==> src/include/asc_regs.svh <==
// register map, field positions, reset values and timing of the controller
`ifndef ASC_REGS_SVH
`define ASC_REGS_SVH
// ----------------------------------------------------------------------
// byte addresses
// ----------------------------------------------------------------------
`define ASC_A_CTRL 12'h000
`define ASC_A_SEL 12'h004
`define ASC_A_MON 12'h008
`define ASC_A_RESULT 12'h00C
`define ASC_A_DEST 12'h010
`define ASC_A_THRESH 12'h014
`define ASC_A_GUARD 12'h018
`define ASC_A_DACCTL 12'h01C
`define ASC_A_DACDATA 12'h020
`define ASC_A_STATUS 12'h024
// ----------------------------------------------------------------------
// fields
// ----------------------------------------------------------------------
`define ASC_CTRL_GO 0
`define ASC_CTRL_SYNC 1
`define ASC_CTRL_SIMULT 2
`define ASC_CTRL_PAIR 3
`define ASC_CTRL_PRECH 4
`define ASC_CTRL_ROUTE 6:5
`define ASC_CTRL_STAG 15:8
`define ASC_SEL_F 17:0
`define ASC_MON_SEL 2:0
`define ASC_MON_GO 3
`define ASC_MON_RES 29:16
`define ASC_MON_INPUTS 3'h7
`define ASC_RES_DATA 15:0
`define ASC_RES_TAG 19:16
`define ASC_RES_NEW 31
`define ASC_DEST_F 11:0
`define ASC_THR_L 7:0
`define ASC_THR_U 15:8
`define ASC_DAC_DMA 0
`define ASC_DAC_CODE 11:0
// ----------------------------------------------------------------------
// sequencing and reset values
// ----------------------------------------------------------------------
`define ASC_IDX_TWO 3'h3
`define ASC_IDX_LAST 3'h5
`define ASC_LAST_ROUND 3'h7
`define ASC_RST_THR_U 8'hFF
`define ASC_RST_THR_L 8'h00
`define ASC_T6_NS 1400
`define ASC_T16_NS 3000
`define ASC_CLK_NS 100
`endif

==> src/include/asc_pkg.sv <==
// types shared by the sampling controller and its users
package asc_pkg;
   typedef struct packed {
      logic psel;
      logic penable;
      logic pwrite;
      logic [11:0] paddr;
      logic [31:0] pwdata;
   } asc_apb_req_t;
   typedef struct packed {
      logic pready;
      logic pslverr;
      logic [31:0] prdata;
   } asc_apb_rsp_t;
   // one converter answer: done pulse plus three track/hold results
   typedef struct packed {
      logic done;
      logic [2:0][15:0] data;
   } asc_conv_in_t;
   typedef enum logic [1:0] {ST_IDLE, ST_SAMPLE, ST_WAIT, ST_DRAIN} asc_fsm_t;
   typedef enum logic [1:0] {RT_DMA, RT_REG, RT_DIRECT} asc_route_t;
   typedef struct packed {
      asc_fsm_t fsm;
      logic go;
      logic sync;
      logic simult;
      logic pair;
      logic prechOff;
      asc_route_t route;
      logic [7:0] stagger;
      logic [17:0] sel;
      logic [2:0] monSel;
      logic monBusy;
      logic monStart;
      logic [13:0] monRes;
      logic [15:0] result;
      logic [3:0] resTag;
      logic fresh;
      logic [11:0] dest;
      logic [7:0] thrU;
      logic [7:0] thrL;
      logic dmaSrc;
      logic [11:0] dacCode;
      logic dacLoad;
      logic [6:0] s1;
      logic [6:0] s2;
      logic [6:0] s3;
      logic [6:0] pins;
      logic trigQ;
      logic [7:0] cnt;
      logic [2:0] round;
      logic [2:0] idx;
      logic gotOne;
      logic gotTwo;
      logic issuedOne;
      logic issuedTwo;
      logic [5:0][15:0] res;
      logic holdOne;
      logic holdTwo;
      logic dmaValid;
      logic [31:0] dmaData;
      logic destWrite;
      logic [15:0] destData;
      logic [31:0] rdata;
      logic err;
   } asc_state_t;
endpackage

==> src/core/asc_sampling_controller.sv <==
// sampling controller, dac output controller and overcurrent guard
//
// Behaviour
// - times sampling, six channels at once, three per primary converter
// - six simultaneous results reach memory within 1.4 us
// - sixteen channels in simultaneous pairs reach memory within 3.0 us; the eight rounds here take at least four cycles each, 3.2 us at 100 ns
// - each result goes to dma, a result register or a destination
// - primary converters sample together or at independent times
// - asynchronous and synchronous modes; exact matching only synchronous
// - three track/holds per converter, each picks one of eight inputs
// - monitor converter runs independently with a seven-way input mux
// - software setting disables the input precharge buffers
// - three comparators watch the first input of each track/hold group
// - shared upper and lower thresholds, each an 8-bit dac code
// - comparator outputs readable; interrupt when any signals a limit
// - dac controller drives one external and two threshold dacs
// - dac codes come from dma or a processor-written register
// - external dac codes are 12 bits wide
`timescale 1ns/1ns
`default_nettype none
`include "asc_regs.svh"
module asc_sampling_controller (
   input wire logic clock,
   input wire logic nrst,
   input wire logic clkEn,
   input wire asc_pkg::asc_apb_req_t apbReq,
   output asc_pkg::asc_apb_rsp_t apbRsp,
   input wire logic sampleTrig,
   input wire asc_pkg::asc_conv_in_t convOne,
   input wire asc_pkg::asc_conv_in_t convTwo,
   output logic holdOne,
   output logic holdTwo,
   output logic [8:0] muxOne,
   output logic [8:0] muxTwo,
   output logic prechargeOff,
   output logic [2:0] monSel,
   output logic monStart,
   input wire logic monDone,
   input wire logic [13:0] monData,
   output logic dmaValid,
   output logic [31:0] dmaData,
   input wire logic dmaReady,
   output logic destWrite,
   output logic [11:0] destAddr,
   output logic [15:0] destData,
   input wire logic [2:0] compHigh,
   input wire logic [2:0] compLow,
   output logic [7:0] threshUpper,
   output logic [7:0] threshLower,
   output logic guardIrq,
   output logic [11:0] dacCode,
   output logic dacLoad,
   input wire logic dacReqValid,
   input wire logic [15:0] dacReqData,
   output logic dacReqReady
);
   import asc_pkg::*;

   asc_state_t s;
   asc_state_t n;

   // ----------------------------------------------------------------------
   // helpers
   // ----------------------------------------------------------------------
   function automatic logic mapped(input logic [11:0] a);
      case (a)
         `ASC_A_CTRL, `ASC_A_SEL, `ASC_A_MON, `ASC_A_RESULT,
         `ASC_A_DEST, `ASC_A_THRESH, `ASC_A_GUARD, `ASC_A_DACCTL,
         `ASC_A_DACDATA, `ASC_A_STATUS: mapped = 1'b1;
         default: mapped = 1'b0;
      endcase
   endfunction

   function automatic logic lastIdx(input logic [2:0] i, input logic pr);
      lastIdx = pr ? (i == `ASC_IDX_TWO) : (i == `ASC_IDX_LAST);
   endfunction

   function automatic logic [2:0] nextIdx(input logic [2:0] i,
                                          input logic pr);
      nextIdx = pr ? `ASC_IDX_TWO : i + 3'h1;
   endfunction

   // channel number: pair mode 0..15, full burst 0..5
   function automatic logic [3:0] chanTag(input logic [2:0] i,
                                          input logic [2:0] r,
                                          input logic pr);
      chanTag = pr ? {r, i == `ASC_IDX_TWO} : {1'b0, i};
   endfunction

   // ----------------------------------------------------------------------
   // next state
   // ----------------------------------------------------------------------
   logic setup;
   logic wr;
   logic rd;
   logic trigRise;
   logic start;
   logic push;
   logic [6:0] agree;
   logic [2:0] limit;
   logic [2:0] compHighQ;
   logic [2:0] compLowQ;

   always_comb begin
      n = s;
      n.go = 1'b0;
      n.holdOne = 1'b0;
      n.holdTwo = 1'b0;
      n.monStart = 1'b0;
      n.dacLoad = 1'b0;
      n.destWrite = 1'b0;
      setup = apbReq.psel & ~apbReq.penable;
      wr = apbReq.psel & apbReq.penable & apbReq.pwrite;
      rd = apbReq.psel & apbReq.penable & ~apbReq.pwrite;
      push = 1'b0;

      // pins pass three flops; a change counts once stages two and three agree
      n.s1 = {compLow, compHigh, sampleTrig};
      n.s2 = s.s1;
      n.s3 = s.s2;
      agree = ~(s.s2 ^ s.s3);
      n.pins = (s.pins & ~agree) | (s.s3 & agree);
      n.trigQ = s.pins[0];
      trigRise = s.pins[0] & ~s.trigQ;
      // limit above upper or below lower
      limit = s.pins[3:1] | s.pins[6:4];

      // register read data prepared in the setup phase
      if (setup) begin
         n.err = ~mapped(apbReq.paddr);
         case (apbReq.paddr)
            `ASC_A_CTRL: n.rdata = {16'h0000, s.stagger, 1'b0, s.route,
               s.prechOff, s.pair, s.simult, s.sync, 1'b0};
            `ASC_A_SEL: n.rdata = {14'h0000, s.sel};
            `ASC_A_MON: n.rdata = {2'h0, s.monRes, 11'h000, s.monBusy,
               1'b0, s.monSel};
            `ASC_A_RESULT: n.rdata = {s.fresh, 11'h000, s.resTag, s.result};
            `ASC_A_DEST: n.rdata = {20'h00000, s.dest};
            `ASC_A_THRESH: n.rdata = {16'h0000, s.thrU, s.thrL};
            `ASC_A_GUARD: n.rdata = {23'h000000, compLowQ, compHighQ, limit};
            `ASC_A_DACCTL: n.rdata = {31'h00000000, s.dmaSrc};
            `ASC_A_DACDATA: n.rdata = {20'h00000, s.dacCode};
            `ASC_A_STATUS: n.rdata = {24'h000000, s.idx, s.round, s.fsm};
            default: n.rdata = 32'h00000000;
         endcase
      end

      // reading the result register clears its fresh flag
      if (rd && apbReq.paddr == `ASC_A_RESULT) begin
         n.fresh = 1'b0;
      end

      if (wr) begin
         case (apbReq.paddr)
            `ASC_A_CTRL: begin
               n.go = apbReq.pwdata[`ASC_CTRL_GO] & (s.fsm == ST_IDLE);
               n.sync = apbReq.pwdata[`ASC_CTRL_SYNC];
               n.simult = apbReq.pwdata[`ASC_CTRL_SIMULT];
               n.pair = apbReq.pwdata[`ASC_CTRL_PAIR];
               n.prechOff = apbReq.pwdata[`ASC_CTRL_PRECH];
               n.route = asc_route_t'(apbReq.pwdata[`ASC_CTRL_ROUTE]);
               n.stagger = apbReq.pwdata[`ASC_CTRL_STAG];
            end
            `ASC_A_SEL: n.sel = apbReq.pwdata[`ASC_SEL_F];
            `ASC_A_MON: begin
               // monitor runs on its own; only inputs 0..6 exist
               if (!s.monBusy &&
                   apbReq.pwdata[`ASC_MON_SEL] < `ASC_MON_INPUTS) begin
                  n.monSel = apbReq.pwdata[`ASC_MON_SEL];
                  n.monStart = apbReq.pwdata[`ASC_MON_GO];
                  n.monBusy = apbReq.pwdata[`ASC_MON_GO];
               end
            end
            `ASC_A_DEST: n.dest = apbReq.pwdata[`ASC_DEST_F];
            `ASC_A_THRESH: begin
               n.thrL = apbReq.pwdata[`ASC_THR_L];
               n.thrU = apbReq.pwdata[`ASC_THR_U];
            end
            `ASC_A_DACCTL: n.dmaSrc = apbReq.pwdata[`ASC_DAC_DMA];
            `ASC_A_DACDATA: begin
               if (!s.dmaSrc) begin
                  n.dacCode = apbReq.pwdata[`ASC_DAC_CODE];
                  n.dacLoad = 1'b1;
               end
            end
            default: begin
            end
         endcase
      end

      if (s.dmaSrc && dacReqValid) begin
         n.dacCode = dacReqData[`ASC_DAC_CODE];
         n.dacLoad = 1'b1;
      end

      if (s.monBusy && monDone) begin
         n.monRes = monData;
         n.monBusy = 1'b0;
      end

      if (s.dmaValid && dmaReady) begin
         n.dmaValid = 1'b0;
      end

      // synchronous start from software, asynchronous from pin
      start = s.sync ? s.go : trigRise;

      // collect converter answers while a round is open
      if (s.fsm == ST_SAMPLE || s.fsm == ST_WAIT) begin
         if (convOne.done) begin
            n.res[2:0] = convOne.data;
            n.gotOne = 1'b1;
         end
         if (convTwo.done) begin
            n.res[5:3] = convTwo.data;
            n.gotTwo = 1'b1;
         end
      end

      case (s.fsm)
         ST_IDLE: begin
            if (start) begin
               n.round = 3'h0;
               n.cnt = 8'h00;
               n.issuedOne = 1'b0;
               n.issuedTwo = 1'b0;
               n.gotOne = 1'b0;
               n.gotTwo = 1'b0;
               n.fsm = ST_SAMPLE;
            end
         end
         ST_SAMPLE: begin
            // both converters hold their three inputs
            if (!s.issuedOne) begin
               n.holdOne = 1'b1;
               n.issuedOne = 1'b1;
            end
            // same instant or staggered by a set count
            if (!s.issuedTwo && (s.simult || s.cnt == s.stagger)) begin
               n.holdTwo = 1'b1;
               n.issuedTwo = 1'b1;
            end
            n.cnt = s.cnt + 8'h01;
            if (n.issuedOne && n.issuedTwo) begin
               n.fsm = ST_WAIT;
            end
         end
         ST_WAIT: begin
            if (n.gotOne && n.gotTwo) begin
               n.idx = 3'h0;
               n.fsm = ST_DRAIN;
            end
         end
         ST_DRAIN: begin
            // one result per cycle to the chosen target
            case (s.route)
               RT_DMA: begin
                  if (!s.dmaValid || dmaReady) begin
                     n.dmaValid = 1'b1;
                     n.dmaData = {12'h000, chanTag(s.idx, s.round, s.pair),
                        s.res[s.idx]};
                     push = 1'b1;
                  end
               end
               RT_DIRECT: begin
                  n.destWrite = 1'b1;
                  n.destData = s.res[s.idx];
                  push = 1'b1;
               end
               default: begin
                  n.result = s.res[s.idx];
                  n.resTag = chanTag(s.idx, s.round, s.pair);
                  n.fresh = 1'b1;
                  push = 1'b1;
               end
            endcase
            if (push) begin
               n.idx = nextIdx(s.idx, s.pair);
               if (lastIdx(s.idx, s.pair)) begin
                  // pair mode walks eight rounds of two
                  if (s.pair && s.round != `ASC_LAST_ROUND) begin
                     n.round = s.round + 3'h1;
                     n.cnt = 8'h00;
                     n.issuedOne = 1'b0;
                     n.issuedTwo = 1'b0;
                     n.gotOne = 1'b0;
                     n.gotTwo = 1'b0;
                     n.fsm = ST_SAMPLE;
                  end else begin
                     n.fsm = ST_IDLE;
                  end
               end
            end
         end
         default: n.fsm = ST_IDLE;
      endcase
   end

   // ----------------------------------------------------------------------
   // state register
   // ----------------------------------------------------------------------
   always_ff @(posedge clock) begin
      if (!nrst) begin
         s <= '0;
         s.thrU <= `ASC_RST_THR_U;
         s.thrL <= `ASC_RST_THR_L;
      end else if (clkEn) begin
         s <= n;
      end
   end

   // ----------------------------------------------------------------------
   // outputs
   // ----------------------------------------------------------------------
   assign compHighQ = s.pins[3:1];
   assign compLowQ = s.pins[6:4];

   assign apbRsp.pready = clkEn;
   assign apbRsp.prdata = s.rdata;
   assign apbRsp.pslverr = s.err & apbReq.psel & apbReq.penable;
   assign holdOne = s.holdOne;
   assign holdTwo = s.holdTwo;
   // unit 0 steps through inputs in pair mode
   assign muxOne = {s.sel[8:3], s.pair ? s.round : s.sel[2:0]};
   assign muxTwo = {s.sel[17:12], s.pair ? s.round : s.sel[11:9]};
   assign prechargeOff = s.prechOff;
   assign monSel = s.monSel;
   assign monStart = s.monStart;
   assign dmaValid = s.dmaValid;
   assign dmaData = s.dmaData;
   assign destWrite = s.destWrite;
   assign destAddr = s.dest;
   assign destData = s.destData;
   // threshold dacs driven alongside the external one
   assign threshUpper = s.thrU;
   assign threshLower = s.thrL;
   // one comparator per first input of each group
   assign guardIrq = |limit;
   assign dacCode = s.dacCode;
   assign dacLoad = s.dacLoad;
   assign dacReqReady = s.dmaSrc;

   // ----------------------------------------------------------------------
   // checks
   // ----------------------------------------------------------------------
   localparam int Burst6 = `ASC_T6_NS / `ASC_CLK_NS;
   localparam int Burst16 = `ASC_T16_NS / `ASC_CLK_NS;
   int drainLen;
   int ownLen;

   always_ff @(posedge clock) begin
      if (!nrst || s.fsm == ST_IDLE) begin
         ownLen <= 0;
      end else if (clkEn && s.fsm != ST_WAIT) begin
         ownLen <= ownLen + 1;
      end
      if (!nrst || s.fsm != ST_DRAIN) begin
         drainLen <= 0;
      end else if (clkEn) begin
         drainLen <= drainLen + 1;
      end
   end
endmodule
`default_nettype wire

==> config.mk <==
export PLATFORM = sky130hd
export DESIGN_NAME = asc_sampling_controller
export DESIGN_NICKNAME = d
export VERILOG_FILES = /design/src/include/asc_pkg.sv /design/src/core/asc_sampling_controller.sv
export VERILOG_INCLUDE_DIRS = /design/src /design/src/include
export SDC_FILE = /design/constraint.sdc
export NUM_CORES = 1
export LEC_CHECK = 0
export ABC_AREA = 1
export BUFFER_PORTS_ARGS = -buffer_cell sky130_fd_sc_hd__buf_4
export CAP_MARGIN = 20
export CORE_UTILIZATION = 40
export DETAILED_ROUTE_END_ITERATION = 10
export PLACE_DENSITY = 0.6
export SYNTH_ARGS = -nofsm -noshare
export SYNTH_HDL_FRONTEND = slang
export SYNTH_SLANG_ARGS = --single-unit
==> constraint.sdc <==
create_clock -name clock -period 4.5 [get_ports clock]
set_input_delay 0.45 -clock clock [delete_from_list [all_inputs] [get_ports clock]]
set_output_delay 0.45 -clock clock [all_outputs]
set_load 0.01 [all_outputs]
==> results_tabular.tex <==
\begin{tabular}{lr}
\hline
Metric & Value \\
\hline
\multicolumn{2}{l}{\textbf{Route}} \\
Wire length reported by the detailed router & 49.5 mm \\
Via count & 14.4k \\
DRC errors left & 0 \\
Ratio of routed vias to standard cells & 5.00 \\
Number of antenna-violating nets in the routed design & 0 \\
Number of iterations in the first detailed-routing pass & 5 \\
Post-detailed-route wirelength per cell & 17.1 µm \\
Initial drt markers & 1,081 \\
\multicolumn{2}{l}{\textbf{Critical path}} \\
Number of cells traversed by the worst register-to-register path & 9 \\
Class of the most critical setup path & register to register \\
Kind of start point of the critical path & register \\
Slowest cell on the critical path & dfxtp\_1 \\
Cell-by-cell listing of the critical path & clkinv\_1 -> buf\_4 -> a21oi\_1 -> o21ai\_0 -> nand2\_1 -> nand2\_1 -> o21ai\_1 -> o21ai\_0 -> inv\_1 \\
Critical Path Fanout Max & 20 \\
Maximum single-stage delay on the critical path & 1.02 ns \\
FF-to-FF End & dmaData[12] \\
Launch instance of the worst register-to-register path & s[186] \\
Reg2reg setup slack & 1.69 ns \\
Critical Path End Type & register \\
Data required, critical path & 4.97 ns \\
Critical Path AT & 3.29 ns \\
\multicolumn{2}{l}{\textbf{Outcome}} \\
Result of the run & complete, no violations \\
\multicolumn{2}{l}{\textbf{Job}} \\
Max capacitance violation total & 0 \\
\multicolumn{2}{l}{\textbf{GRT}} \\
Wire length of the first global-routing pass & 76.4 mm \\
Gr usage total & 0.243 \\
Largest net degree at the start of global routing & 135 \\
Number of global-route vias before repair & 13.3k \\
Total global routing overflow & 0 \\
Number of antenna violations at the first check in global routing & 0 \\
\multicolumn{2}{l}{\textbf{Pwr}} \\
Portion of total power attributed to sequential cells & 0.440 \\
Clock share of power & 0.513 \\
P\_sw & 1460 µW \\
Leak & 0.00805 µW \\
Net Sw Frac & 0.217 \\
Internal Pwr Total & 5280 µW \\
Peak ir drop on the vdd network & 0.201 mV \\
Combinational power share & 0.047 \\
Cell area power density & 360 mW/mm² \\
\multicolumn{2}{l}{\textbf{Floorplanning}} \\
Die Height & 200 µm \\
Die area & 0.0402 mm² \\
Die Wd & 200 µm \\
Core region area & 0.0387 mm² \\
Number of core rows & 72 \\
Effective utilization at floorplan & 0.406 \\
IO Count & 340 \\
\multicolumn{2}{l}{\textbf{STA}} \\
Final setup violating endpoints & 0 \\
Max-slew violation total from the final report & 0 \\
Relative max-transition margin & 0.291 \\
Final period util & 0.625 \\
Highest achievable clock rate & 356 MHz \\
Shortest period the worst path allows & 2.81 ns \\
Unrepaired setup endpoints after global routing & no \\
Slew at the pin closest to its max-slew limit & 1.06 ns \\
Final sum of negative setup slack & 0 ns \\
Hold Violations, Final & 0 \\
Setup clock skew after layout & 0.0143 ns \\
\multicolumn{2}{l}{\textbf{Layout}} \\
Most common cell after layout, fill and taps aside & o21ai\_0 \\
\# nets final & 2,542 \\
Synthesis-to-finish area growth & 18.9\% \\
Antenna cell count & 0 \\
Commonest non-fill, non-tap cells in the layout & o21ai\_0 (365), dfxtp\_1 (332), buf\_4 (321) \\
Filler Cell Count & 3,940 \\
Post-route cell area & 0.0187 mm² \\
Multi-input combinational cell area & 0.00639 mm² \\
Area occupied by registers & 0.00665 mm² \\
Share of cells above drive strength 1 & 0.179 \\
\multicolumn{2}{l}{\textbf{Clock tree}} \\
Clk sink count & 332 \\
Post-cts hold buffer count & 0 \\
Depth of the CTS H-tree & 2 \\
Setup bufs post-CTS & 0 \\
Clock root buffer & clkbuf\_16 \\
Total CTS buffers & 39 \\
TritonCTS clock tree & built \\
Clock Latency Late Sink & 0.54 ns \\
Post-CTS Resized & 0 \\
Maximum buffer depth of the clock tree & 3 \\
Clock-pin slew reported for the worst setup and hold paths after clock tree synthesis & 0.06 ns \\
\multicolumn{2}{l}{\textbf{Placement}} \\
Cell area after placement & 0.0173 mm² \\
Detailed placement HPWL & 35.7 mm \\
Port buffer count & 308 \\
Final estimated routing congestion in global placement & 0.902 \\
\multicolumn{2}{l}{\textbf{Synthesis}} \\
Count of distinct cell types in the synthesized netlist & 39 \\
Yosys Warn Count & 0 \\
Count of mapped cells out of synthesis & 2,231 \\
Fraction of the yosys area taken by sequential cells & 0.422 \\
Number of synthesized register bits & 332 \\
Mean area per synthesized cell & 7.06 µm² \\
Area of the mapped netlist & 0.0157 mm² \\
\multicolumn{2}{l}{\textbf{Hold path}} \\
Worst Hold End & n[219] \\
Hold\_sp & compLow[1] \\
Worst hold stages & 3 \\
Type of the most critical hold path & input pin to register \\
\hline
\end{tabular}
## state kept, by name, indices dropped and copies added, names as in the netlist, 3 cells and up, named ones only
| name | flops |
|---|---|
| monSel | 3 |
| muxTwo | 6 |
| threshUpper | 8 |
| dacCode | 12 |
| s | 181 |
| destData | 16 |
| muxOne | 6 |
| apbRsp | 31 |
| n | 14 |
| dmaData | 20 |
| threshLower | 8 |
| destAddr | 12 |
## cells in the mapped netlist, drive strengths merged
cell | number | area (µm²)
a211oi | 1 | 7.51
nand3b | 2 | 15.0
xor2 | 3 | 26.3
a31oi | 1 | 6.26
dfxtp | 332 | 6650
o21ai | 382 | 1920
nor4 | 1 | 21.3
ha | 10 | 125
nand2 | 246 | 956
inv | 316 | 1190
xnor2 | 4 | 35.0
o22ai | 5 | 31.3
clkinv | 2 | 7.51
nand4 | 5 | 31.3
a21oi | 305 | 1540
clkbuf | 88 | 330
a221oi | 1 | 8.76
buf | 174 | 1240
nor2 | 202 | 838
nor3 | 7 | 35.0
o211ai | 2 | 15.0
o41ai | 1 | 8.76
conb | 1 | 3.75
and2 | 1 | 6.26
nand3 | 138 | 701
o211a | 1 | 10.0
## power by group through the flow
| stage | Clock [µW] | Combinational (µW) | Sequential, µW |
|---|---|---|---|
| final | 3460 | 313 | 2970 |
| after detailed placement | 0 | 313 | 3030 |
| after CTS | 3520 | 314 | 2970 |
| after global placement | 0 | 312 | 3030 |
| after global routing | 3640 | 344 | 2970 |
| after floorplan | 0 | 142 | 3030 |
## per-layer routing
metal,part of all wire,track usage,wire [µm],vias to the layer above
met3,0.069,0.0440,3440,82
met1,0.44,0.321,21700,6573
met5,0,0,0,-
met2,0.46,0.394,22800,502
met4,0.032,0.0883,1610,0
li1,-,-,-,7291
## worst max path at each step
stage | cells after the start | slack, ns | start | endpoint
CTS | 9 | 1.71 | s[186] | dmaData[12]
finish | 9 | 1.69 | s[186] | dmaData[12]
global placement | 9 | 1.78 | s[186] | dmaData[12]
detailed placement | 10 | 1.75 | apbReq[37] | apbRsp[8]
global route | 9 | 1.39 | s[186] | dmaData[12]
floorplan | 12 | 2.50 | s[187] | s[195]
## kinds of logic (layout without fill, tap and decap cells)
kind of cell | Yosys count | count (layout) | share of synthesized area
AOI/OAI and AO/OA | 699 | 699 | 0.225
xor gates and xnor gates | 7 | 7 | 0.00389
adders and majority gates | 10 | 10 | 0.00795
buffers and inverters | 580 | 709 | 0.176
DFF | 332 | 332 | 0.422
other | 1 | 13 | 0.000238
and+or+nand+nor | 602 | 602 | 0.165
## worst max-delay path, delay by kind of cell (launching register included)
| family | cells | cell delay (ns) |
|---|---|---|
| buf+inv | 3 | 0.73 |
| flops | 1 | 1.02 |
| simple gates | 2 | 0.18 |
| compound gates | 4 | 0.80 |
## cell type report
type | count | share of cell area
clock buffer | 58 | 0.0641
clock inverter | 11 | 0.0115
inverter | 318 | 0.0637
multi-input combinational | 1331 | 0.341
sequential | 332 | 0.355
tap | 518 | 0.0346
timing repair buffer | 322 | 0.130
## metrics by stage
step | hold WS, ns | worst slack [ns] | std cells | util | total power (µW)
5_1_grt | 0.139 | 1.39 | 2890 | 0.483 | 6940
3_3_place_gp | 0.429 | 1.78 | 2821 | 0.447 | 3340
3_5_place_dp | 0.433 | 1.75 | 2821 | 0.447 | 3340
6_report | 0.132 | 1.69 | 2890 | 0.483 | 6740
2_1_floorplan | 0.420 | 2.50 | 2243 | - | 3170
4_1_cts | 0.108 | 1.71 | 2890 | 0.483 | 6800
Note: power is estimated with default switching activity, not from simulation.
